File: src/hdl/hmcs_pkg.sv
/*
  package for the host mode strap and clock select block: mode codes,
  strap pin layout, clock source codes, counter widths and reset values.
  assumes a single core clock domain and a synchronous active high reset.
*/
package hmcs_pkg;

  // ------------------------------------------------------------------
  // host interface modes
  // ------------------------------------------------------------------
  typedef enum logic [1:0] {
    HMCS_MODE_PAR_A = 2'b00,
    HMCS_MODE_PAR_B = 2'b01,
    HMCS_MODE_I2C   = 2'b10,
    HMCS_MODE_SPI   = 2'b11
  } hmcs_mode_t;

  // ------------------------------------------------------------------
  // strap pins, as sampled at reset release
  // ------------------------------------------------------------------
  typedef struct packed {
    logic rd_strap;
    logic wr_strap;
    logic psel_strap;
  } hmcs_strap_t;

  // one-hot interface enables
  typedef struct packed {
    logic par_a_en;
    logic par_b_en;
    logic i2c_en;
    logic spi_en;
  } hmcs_if_en_t;

  // ------------------------------------------------------------------
  // pll reference sources
  // ------------------------------------------------------------------
  typedef enum logic [1:0] {
    HMCS_REF_EXT  = 2'b00,
    HMCS_REF_BCK1 = 2'b01,
    HMCS_REF_BCK2 = 2'b10
  } hmcs_ref_t;

  localparam int         HMCS_GPIO_W     = 12;
  localparam int         HMCS_STC_W      = 33;
  localparam int         HMCS_DIV_W      = 8;
  localparam hmcs_mode_t HMCS_MODE_RST   = HMCS_MODE_SPI;
  localparam hmcs_ref_t  HMCS_REF_RST    = HMCS_REF_EXT;
  localparam logic [7:0] HMCS_BCK_DIV_RST = 8'h04;
  localparam logic [7:0] HMCS_FRM_DIV_RST = 8'h40;

endpackage

File: src/hdl/hmcs_clk_div.sv
/*
  programmable divider producing one-cycle ticks and a square level.
  assumes the enclosing block supplies the clock enable and the reset.
*/
`timescale 1ns/100ps
`default_nettype none

module hmcs_clk_div #(
  parameter int W = 8
) (
  // clock and reset
  input  wire logic         core_clk,
  input  wire logic         sys_rst,
  input  wire logic         clk_en,
  // control
  input  wire logic         run,
  input  wire logic [W-1:0] half_period,
  // outputs
  output var  logic         tick,
  output var  logic         level
);

  logic [W-1:0] cnt_reg;
  logic         level_reg;
  wire          wrap = run && (cnt_reg >= half_period - W'(1));

  assign tick  = wrap && clk_en && !level_reg;
  assign level = level_reg;

  always_ff @(posedge core_clk) begin
    if (sys_rst || !run) begin
      cnt_reg   <= '0;
      level_reg <= 1'b0;
    end else if (clk_en) begin
      cnt_reg   <= wrap ? '0 : cnt_reg + W'(1);
      if (wrap)
        level_reg <= !level_reg;
    end
  end

endmodule

`default_nettype wire

File: src/hdl/hmcs_top.sv
/*
  start-up strap capture, host interface selection, mode dependent pin
  control and clock manager (bypass, reference mux, time counter).
  assumes all inputs synchronous to core_clk; pin level resolution and
  pull-ups live outside; the pll itself is an analog macro outside.
*/
// Behaviour
// - at reset release sample rd, wr, psel straps; 11 parallel, 01 i2c, 10 spi
// - after strap capture exactly one host interface enabled, the one the straps chose; none before
// - interrupt request is open drain: pull low or release, never high
// - in i2c mode the bidirectional data pin is open drain only
// - outside parallel modes all twelve general pins are undriven inputs
// - bypass select high routes external clock straight to the core clock
// - bypass select low clocks the core from the pll output
// - pll reference from three sources, chosen by dsp control, not pins
// - pll output yields internal clocks and master bit and frame timing
// - a 33-bit system time counter kept by the clock manager
`timescale 1ns/100ps
`default_nettype none

module hmcs_top
  import hmcs_pkg::*;
#(
  parameter int GPIO_W = hmcs_pkg::HMCS_GPIO_W,
  parameter int STC_W  = hmcs_pkg::HMCS_STC_W
) (
  // clock, reset, enable
  input  wire logic                  core_clk,
  input  wire logic                  sys_rst,
  input  wire logic                  clk_en,
  // strap pins
  input  wire hmcs_pkg::hmcs_strap_t strap_pins,
  // host mode result
  output var  hmcs_pkg::hmcs_mode_t  host_mode,
  output var  hmcs_pkg::hmcs_if_en_t host_if_en,
  // interrupt request pin, open drain
  input  wire logic                  irq_assert,
  output var  logic                  host_interrupt_request_o,
  output var  logic                  host_interrupt_request_oe,
  // serial bidirectional data pin
  input  wire logic                  sdata_drive_req,
  input  wire logic                  sdata_out_val,
  output var  logic                  serial_bidir_data_o,
  output var  logic                  serial_bidir_data_oe,
  // general purpose pins
  input  wire logic [GPIO_W-1:0]     gpio_out_val,
  input  wire logic [GPIO_W-1:0]     gpio_drive_req,
  output var  logic [GPIO_W-1:0]     gpio_o,
  output var  logic [GPIO_W-1:0]     gpio_oe,
  // clock sources and bypass strap
  input  wire logic                  pll_bypass_select,
  input  wire logic                  external_clock_input,
  input  wire logic                  serial_bit_clock_one,
  input  wire logic                  serial_bit_clock_two,
  input  wire logic                  pll_clock_out,
  // dsp side clock manager control
  input  wire hmcs_pkg::hmcs_ref_t   ref_sel,
  input  wire logic                  ref_sel_we,
  input  wire logic [7:0]            bck_half_div,
  input  wire logic [7:0]            frm_half_div,
  input  wire logic                  master_timing_en,
  input  wire logic                  stc_load,
  input  wire logic [STC_W-1:0]      stc_load_val,
  // clock manager outputs
  output var  logic                  pll_ref_clock,
  output var  logic                  dsp_core_clock,
  output var  hmcs_pkg::hmcs_ref_t   ref_sel_state,
  output var  logic                  master_bit_clock,
  output var  logic                  master_frame_clock,
  output var  logic [STC_W-1:0]      system_time_counter
);

  import hmcs_pkg::*;

  // ------------------------------------------------------------------
  // strap decode and capture
  // ------------------------------------------------------------------
  function automatic hmcs_mode_t decode_strap(input hmcs_strap_t s);
    hmcs_mode_t m;
    m = HMCS_MODE_RST;
    if (s.rd_strap && s.wr_strap)
      m = s.psel_strap ? HMCS_MODE_PAR_A : HMCS_MODE_PAR_B;
    else if (!s.rd_strap && s.wr_strap)
      m = HMCS_MODE_I2C;
    else if (s.rd_strap && !s.wr_strap)
      m = HMCS_MODE_SPI;
    return m;
  endfunction

  logic       in_rst_reg;
  hmcs_mode_t mode_reg;
  wire        rst_release = in_rst_reg && !sys_rst;

  always_ff @(posedge core_clk) begin
    if (sys_rst) begin
      in_rst_reg <= 1'b1;
      mode_reg   <= HMCS_MODE_RST;
    end else if (clk_en && rst_release) begin
      in_rst_reg <= 1'b0;
      mode_reg   <= decode_strap(strap_pins);
    end
  end

  // ------------------------------------------------------------------
  // interface enables and pin control
  // ------------------------------------------------------------------
  wire par_mode = (mode_reg == HMCS_MODE_PAR_A) ||
                  (mode_reg == HMCS_MODE_PAR_B);
  wire running  = !in_rst_reg;

  assign host_mode = mode_reg;
  // one driver for the whole struct, one field per mode
  assign host_if_en = '{
    par_a_en: running && (mode_reg == HMCS_MODE_PAR_A),
    par_b_en: running && (mode_reg == HMCS_MODE_PAR_B),
    i2c_en:   running && (mode_reg == HMCS_MODE_I2C),
    spi_en:   running && (mode_reg == HMCS_MODE_SPI)
  };

  logic irq_oe_reg;
  logic sd_o_reg;
  logic sd_oe_reg;
  logic [GPIO_W-1:0] gpio_o_reg;
  logic [GPIO_W-1:0] gpio_oe_reg;

  wire i2c_mode = host_if_en.i2c_en;
  wire spi_mode = host_if_en.spi_en;
  // i2c: drive only a low, release for a one
  wire sd_oe_next = (i2c_mode && sdata_drive_req && !sdata_out_val) ||
                    (spi_mode && sdata_drive_req);
  wire sd_o_next  = i2c_mode ? 1'b0 : sdata_out_val;

  always_ff @(posedge core_clk) begin
    if (sys_rst) begin
      irq_oe_reg  <= 1'b0;
      sd_o_reg    <= 1'b0;
      sd_oe_reg   <= 1'b0;
      gpio_o_reg  <= '0;
      gpio_oe_reg <= '0;
    end else if (clk_en) begin
      irq_oe_reg  <= running && irq_assert;
      sd_o_reg    <= sd_o_next;
      sd_oe_reg   <= sd_oe_next;
      gpio_o_reg  <= gpio_out_val;
      gpio_oe_reg <= (running && par_mode) ? gpio_drive_req : '0;
    end
  end

  assign host_interrupt_request_o  = 1'b0;
  assign host_interrupt_request_oe = irq_oe_reg;
  assign serial_bidir_data_o       = sd_o_reg;
  assign serial_bidir_data_oe      = sd_oe_reg;
  assign gpio_o                    = gpio_o_reg;
  assign gpio_oe                   = gpio_oe_reg;

  // ------------------------------------------------------------------
  // clock manager: reference mux and core clock bypass
  // ------------------------------------------------------------------
  hmcs_ref_t ref_reg;

  always_ff @(posedge core_clk) begin
    if (sys_rst)
      ref_reg <= HMCS_REF_RST;
    else if (clk_en && ref_sel_we && ref_sel != 2'h3)
      ref_reg <= ref_sel;
  end

  assign ref_sel_state = ref_reg;
  assign pll_ref_clock =
    (ref_reg == HMCS_REF_BCK1) ? serial_bit_clock_one :
    (ref_reg == HMCS_REF_BCK2) ? serial_bit_clock_two :
                                 external_clock_input;
  // bypass high: external clock straight through, else pll output
  assign dsp_core_clock = pll_bypass_select ? external_clock_input
                                            : pll_clock_out;

  // ------------------------------------------------------------------
  // master bit timing counted in core clock cycles, frame timing in bit clock periods
  // ------------------------------------------------------------------
  logic bck_tick;
  logic bck_level;
  logic frm_level;

  hmcs_clk_div #(.W(HMCS_DIV_W)) u_bck_div (
    .core_clk    (core_clk),
    .sys_rst     (sys_rst),
    .clk_en      (clk_en),
    .run         (master_timing_en && running),
    .half_period (bck_half_div),
    .tick        (bck_tick),
    .level       (bck_level)
  );

  hmcs_clk_div #(.W(HMCS_DIV_W)) u_frm_div (
    .core_clk    (core_clk),
    .sys_rst     (sys_rst),
    .clk_en      (clk_en && bck_tick),
    .run         (master_timing_en && running),
    .half_period (frm_half_div),
    .tick        (),
    .level       (frm_level)
  );

  assign master_bit_clock   = bck_level;
  assign master_frame_clock = frm_level;

  // ------------------------------------------------------------------
  // system time counter
  // ------------------------------------------------------------------
  logic [STC_W-1:0] stc_reg;

  always_ff @(posedge core_clk) begin
    if (sys_rst)
      stc_reg <= '0;
    else if (clk_en) begin
      if (stc_load)
        stc_reg <= stc_load_val;
      else
        stc_reg <= stc_reg + STC_W'(1);
    end
  end

  assign system_time_counter = stc_reg;

endmodule

`default_nettype wire

File: config.mk
export PLATFORM = sky130hd
export DESIGN_NAME = hmcs_top
export DESIGN_NICKNAME = d
export VERILOG_FILES = /design/src/hdl/hmcs_pkg.sv /design/src/hdl/hmcs_clk_div.sv /design/src/hdl/hmcs_top.sv
export SDC_FILE = /design/constraint.sdc
export NUM_CORES = 1
export LEC_CHECK = 0
export BUFFER_PORTS_ARGS = -buffer_cell sky130_fd_sc_hd__buf_2
export CORE_ASPECT_RATIO = 1.5
export CORE_MARGIN = 2
export CORE_UTILIZATION = 35
export CTS_CLUSTER_DIAMETER = 150
export DETAILED_ROUTE_END_ITERATION = 7
export GPL_ROUTABILITY_DRIVEN = 0
export REMOVE_ABC_BUFFERS = 1
export SLEW_MARGIN = 20
export SYNTH_ARGS = -nofsm -noshare
export SYNTH_HDL_FRONTEND = slang
export SYNTH_SLANG_ARGS = --single-unit
File: constraint.sdc
create_clock -name core_clk -period 7.4 [get_ports core_clk]
set_input_delay 0.74 -clock core_clk [delete_from_list [all_inputs] [get_ports core_clk]]
set_output_delay 0.74 -clock core_clk [all_outputs]
set_load 0.02 [all_outputs]
# Word-level counts from Yosys, hierarchy flattened
# Index checks and enable logic that the tools add are counted.
classes:
  n_addsub: 5
  order_cmp: 2
  eq_ne: 6
  n_mux: 11
  n_reduce_logical: 34
ops:
  columns: ["cell", "count"]
  rows:
  - ["33-bit by 1-bit adder with 33-bit output (second input constant)", 1]
  - ["33-bit 2-to-1 mux", 1]
  - ["1-bit logical AND", 21]
  - ["8-bit by 1-bit adder with 8-bit output (second input constant)", 2]
  - ["8-bit greater-or-equal comparator", 2]
  - ["8-bit 2-to-1 mux", 2]
  - ["8-bit by 1-bit subtractor with 8-bit output (second input constant)", 2]
  - ["12-bit 2-to-1 mux", 1]
  - ["1-bit zero test", 7]
  - ["2-bit equality test (second input constant)", 3]
  - ["1-bit 2-to-1 mux", 6]
  - ["2-bit by 1-bit equality test with 1-bit output (second input constant)", 2]
  - ["2-bit AND reduction", 2]
  - ["1-bit logical OR", 3]
  - ["2-bit zero test", 1]
  - ["2-bit 2-to-1 mux", 1]
  - ["2-bit inequality test (second input constant)", 1]
word_totals:
  regBits: 83
  in_bits: 92
  word_cells: 71

# Logic depth before layout (Yosys ltp)
logic_depth:
  word_depth: 7
  depth_mapped: 13
  ltp_nobuf: 11

# Cells and area by module
# Synthesis repeated with hierarchy kept, for this count alone.
unflattened:
  hier_cells: 559
  area_unflattened_um2: 4767.1
by_module_without_submodules:
  columns: ["module", "instances", "cells_each", "area_each_um2", "seq_area_each_um2"]
  rows:
  - ["hmcs_top", 1, 397, 3385.7, 1301.2]
  - ["hmcs_clk_div", 2, 81, 690.7, 180.2]

# Worst setup path before layout
# Ideal clock, no wire load.
synth_path:
  kind: "input port to flip-flop"
  from: "input port bck_half_div[0]"
  to: "register u_frm_div.cnt_reg[5]"
  setup_ps: 69
  arrival_time_ps: 3130
  required_ps: 7331
  setup_slack_ps: 4201
  stages: 13
  path_cell_list: "inv_1 -> ha_1 -> nand2_1 -> nor3_1 -> xnor2_1 -> ha_1 -> nand4_1 -> o311a_1 -> buf_6 -> or2_1 -> buf_6 -> or4_4 -> a21oi_2"
synth_via:
  elab_chain_len: 6
synth_rtl:
  columns: ["element", "line", "text"]
  rows:
  - ["start: declaration", "hmcs_top.sv:59", "input wire logic [7:0] bck_half_div,"]
  - ["8-bit by 1-bit subtractor with 8-bit output", "hmcs_clk_div.sv:25", "wire wrap = run && (cnt_reg >= half_period - W'(1));"]
  - ["8-bit greater-or-equal comparator", "hmcs_clk_div.sv:25", null]
  - ["1-bit logical AND", "hmcs_clk_div.sv:25", null]
  - ["1-bit logical AND (2 in series)", "hmcs_clk_div.sv:27", "assign tick = wrap && clk_en && !level_reg;"]
  - ["1-bit logical AND", "hmcs_top.sv:197", ".clk_en (clk_en && bck_tick),"]
  - ["end signal: assignment", "hmcs_clk_div.sv:35", "cnt_reg <= wrap ? '0 : cnt_reg + W'(1);"]
  - ["end: declaration", "hmcs_clk_div.sv:23", "logic [W-1:0] cnt_reg;"]
# Every way passes these cells.
# A chain may end at the register's enable or synchronous reset.

# Final worst setup path
layout_path:
  from: "input port bck_half_div[3]"
  to: "register u_frm_div.cnt_reg[6]"
# The elaborated chain is that of the path after synthesis.

==> metrics.md <==
| Metric | Value |
|---|---|
| PortBufs | 163 |
| Synth Flop Type | dfxtp_1 |
| Post-Place Worst Slack | 3.87 ns |
| Iter 0 DRT Violations | 94 |
| Most used cell, CP | nor2_1 |
| Routed vias | 4603 |
| Die span in x | roughly 100 um |
| CTS Hold Buffers Added | 0 |
| Buf/Inv on CP | 1 |
| Setup crit end kind | flop |
| Grt ovf | 0 |
| Crit path kind | primary input to flop |
| Die ar. | 14000 um2 |
| Setup WS post-layout | 4.19 ns |
| GRT Overall Usage | 0.178 |
| CTS buffer count | 9 |
| Sw Ratio | 0.277 |
| Worst Path Arrival | 3.41 ns |
| Cell Area, Synth | 4560 um2 |
| Part of the Yosys area used for sequential elements | 0.364 |
| Max_slew headroom | 0.337 |
| Most frequent cells in the layout | buf_2 (163), dfxtp_1 (83), nor2_1 (62) |
| CP startpoint kind | primary input |
| Initial antenna violation count | 0 |
| Routed WL | approximately 13000 um |
| Layout cells sized above 1 | 0.287 |
| FMAX | 311 MHz |
| First-pass GRT wire length | 20600 um |
| Internal power | 794 uW |
| I/O pin count | ~170 |
| Max cap viols | 0 |
| H-tree depth | 3 |
| Vias per inst | 5.40 |
| FF+latch count, synth | slightly above 80 |
| Most area-hungry cell type in the Yosys netlist | dfxtp_1 |
| WL/cell | 15.2 um |
| Setup tns final | 0 ns |
| Pwr Density | 192 nW/um2 |
| Syn Area/Cell | 8.31 um2 |
| RSZ-0062 raised after global routing | no |
| DR DRC count | 0 |
| Final core utilization | 0.447 |
| CP peak stage delay | around 0.52 ns |
| YS warnings | 0 |
| Antenna cells | 0 |
| Final antenna-violating net count | 0 |
| Post-CTS setup buffers | 0 |
| Yosys cell types | 64 |
| Outcome | finished clean |
| # nets final | 801 |
| Commonest non-fill, non-tap cell in the layout | buf_2 |
| # rows | 51 |
| Peak supply drop | just over 90 uV |
| Comb pwr share | 0.146 |
| Setup Skew | around 0.011 ns |
| Clock share of power | 0.413 |
| Crit-path max FO | 9 |
| FILL cells | 1344 |
| Initial core utilization | 0.356 |
| Vias in the first global route | between 4000 and 5000 |
| Post-synth top area share | 0.364 |
| Die span in y | about 140 um |
| Clk sinks | 83 |
| Dpl cells | 836 |
| Hold Crit Class | flop to flop |
| Core area | 12800 um2 |
| CTS resizes | 0 |
| Final Hold Fails | 0 |
| Power Total | ~1100 uW |
| Max reg flops | 33 |
| Top Family by Delay on Critical Path | simple AND/OR/NAND/NOR gates |
| Post-synth ARST share | 0 |
| CTS tree | yes |
| Minimum clock period | about 3.2 ns |
| Top cells by area, synth | dfxtp_1 (36%), ha_1 (5.8%), nor2_1 (5.1%) |
| EDFF count, synth | 0 |
| LEAKAGE | approximately 0.0025 uW |
| Syn Inst Count | 549 |
| Root Driver | clkbuf_16 |
| Clk_lat worst skew | 0.34 ns |
| Setup-failing EPs final | 0 |
| TritonRoute pass-1 iters | 4 |
| Synth-to-Final Area Change | 25.7% |
| Largest net degree at the start of global routing | 79 |
| Clk pin slew, worst setup/hold paths | 0.06 ns |
| Crit path cell chain | buf_2 > nor2_1 > nand3_1 > nor4_1 > xnor2_1 > ha_1 > nand4_1 > o311a_1 > or2_1 > o21ai_1 > nor2_1 |
| Final non-filler cell total | 852 |
| Sw Pwr | 305 uW |
| Final slew viol count | 0 |
| Maximum root-to-sink buffer count | 2 |
| Tcrit/Tclk final | 0.434 |
| Seq pwr share | 0.441 |
| Slowest CP cell | o21ai_1 |
| Critical path data required time | 7.59 ns |
| Worst slew pin tran | 0.989 ns |
| DP Wirelength | 9500 um |
==> per-stage QoR <==
step / hold slack, ns / cell area (um2)
after floorplan: 0.480 / 4390
after global placement: 0.451 / 5430
after detailed placement: 0.454 / 5430
after CTS: 0.469 / 5730
after global routing: 0.490 / 5730
final: 0.470 / 5730
==> synth_stat cells (all sizes together) (4+ instances only) <==
master / number
nor3: 19
or3: 5
dfxtp: 83
a22o: 13
nand2b: 4
nor2: 63
buf: 16
clkbuf: 21
mux2i: 20
o21ai: 28
a211oi: 16
nand2: 44
inv: 13
a21oi: 36
xnor2: 16
nand4: 9
and4: 5
or2: 5
nand3: 22
nor4: 10
o22ai: 7
a21o: 7
o31ai: 5
xor2: 9
ha: 21
a22oi: 5
==> per-layer routing <==
| metal | vias up | track usage | part of all wire | routed length, um |
|---|---|---|---|---|
| li1 | 2287 | - | - | - |
| met1 | 2148 | 0.208 | 0.41 | 5370 |
| met2 | 145 | 0.319 | 0.51 | 6630 |
| met3 | 23 | 0.0340 | 0.048 | 624 |
| met4 | 0 | 0.0724 | 0.027 | 354 |
| met5 | - | 0 | 0 | 0 |
==> area by class of cell <==
cell class,instances,area (um2),share of cell area
Multi-Input combinational cell,415,2690,0.469
Sequential cell,83,1660,0.290
Timing Repair Buffer,165,831,0.145
Clock buffer,9,225,0.0393
Tap cell,159,199,0.0347
Clock inverter,7,76.3,0.0133
Inverter,14,52.6,0.00917
==> final timing paths <==
path	start	end	slack, ns	cells past startpoint
worst max-delay path	bck_half_div[3]	u_frm_div.cnt_reg[6]	4.19	11
worst min-delay path	serial_bidir_data_oe	serial_bidir_data_oe	0.47	2
worst max register to register	u_bck_div.cnt_reg[0]	u_frm_div.cnt_reg[6]	4.74	8
worst min register to register	serial_bidir_data_oe	serial_bidir_data_oe	0.47	2
==> worst reg2reg max path: stages (launching register included) <==
cell,delay [ns]
dfxtp_1,0.42
inv_1,0.10
ha_1,0.28
nand2b_1,0.15
a2111oi_1,0.45
o311a_1,0.40
or2_1,0.34
o21ai_1,0.28
nor2_1,0.18
==> kinds of logic (layout without fill, tap and decap cells) <==
group | Yosys count | count (layout) | share of synthesized area
adders and majority gates | 21 | 21 | 0.0576
and+or+nand+nor | 203 | 203 | 0.222
xor gates and xnor gates | 25 | 25 | 0.0480
buffers and inverters | 51 | 195 | 0.0494
DFF | 83 | 83 | 0.364
other | 1 | 1 | 0.000822
muxes | 21 | 21 | 0.0464
AOI/OAI and AO/OA | 144 | 144 | 0.211
==> power groups by stage <==
stage	Clock, uW	Sequential, uW	Combinational [uW]
after floorplan	0	511	63.8
after global placement	0	494	158
after detailed placement	0	495	161
after CTS	466	484	161
after global routing	486	487	175
final	453	485	160
No activity file was read; power rests on OpenSTA's default activity.
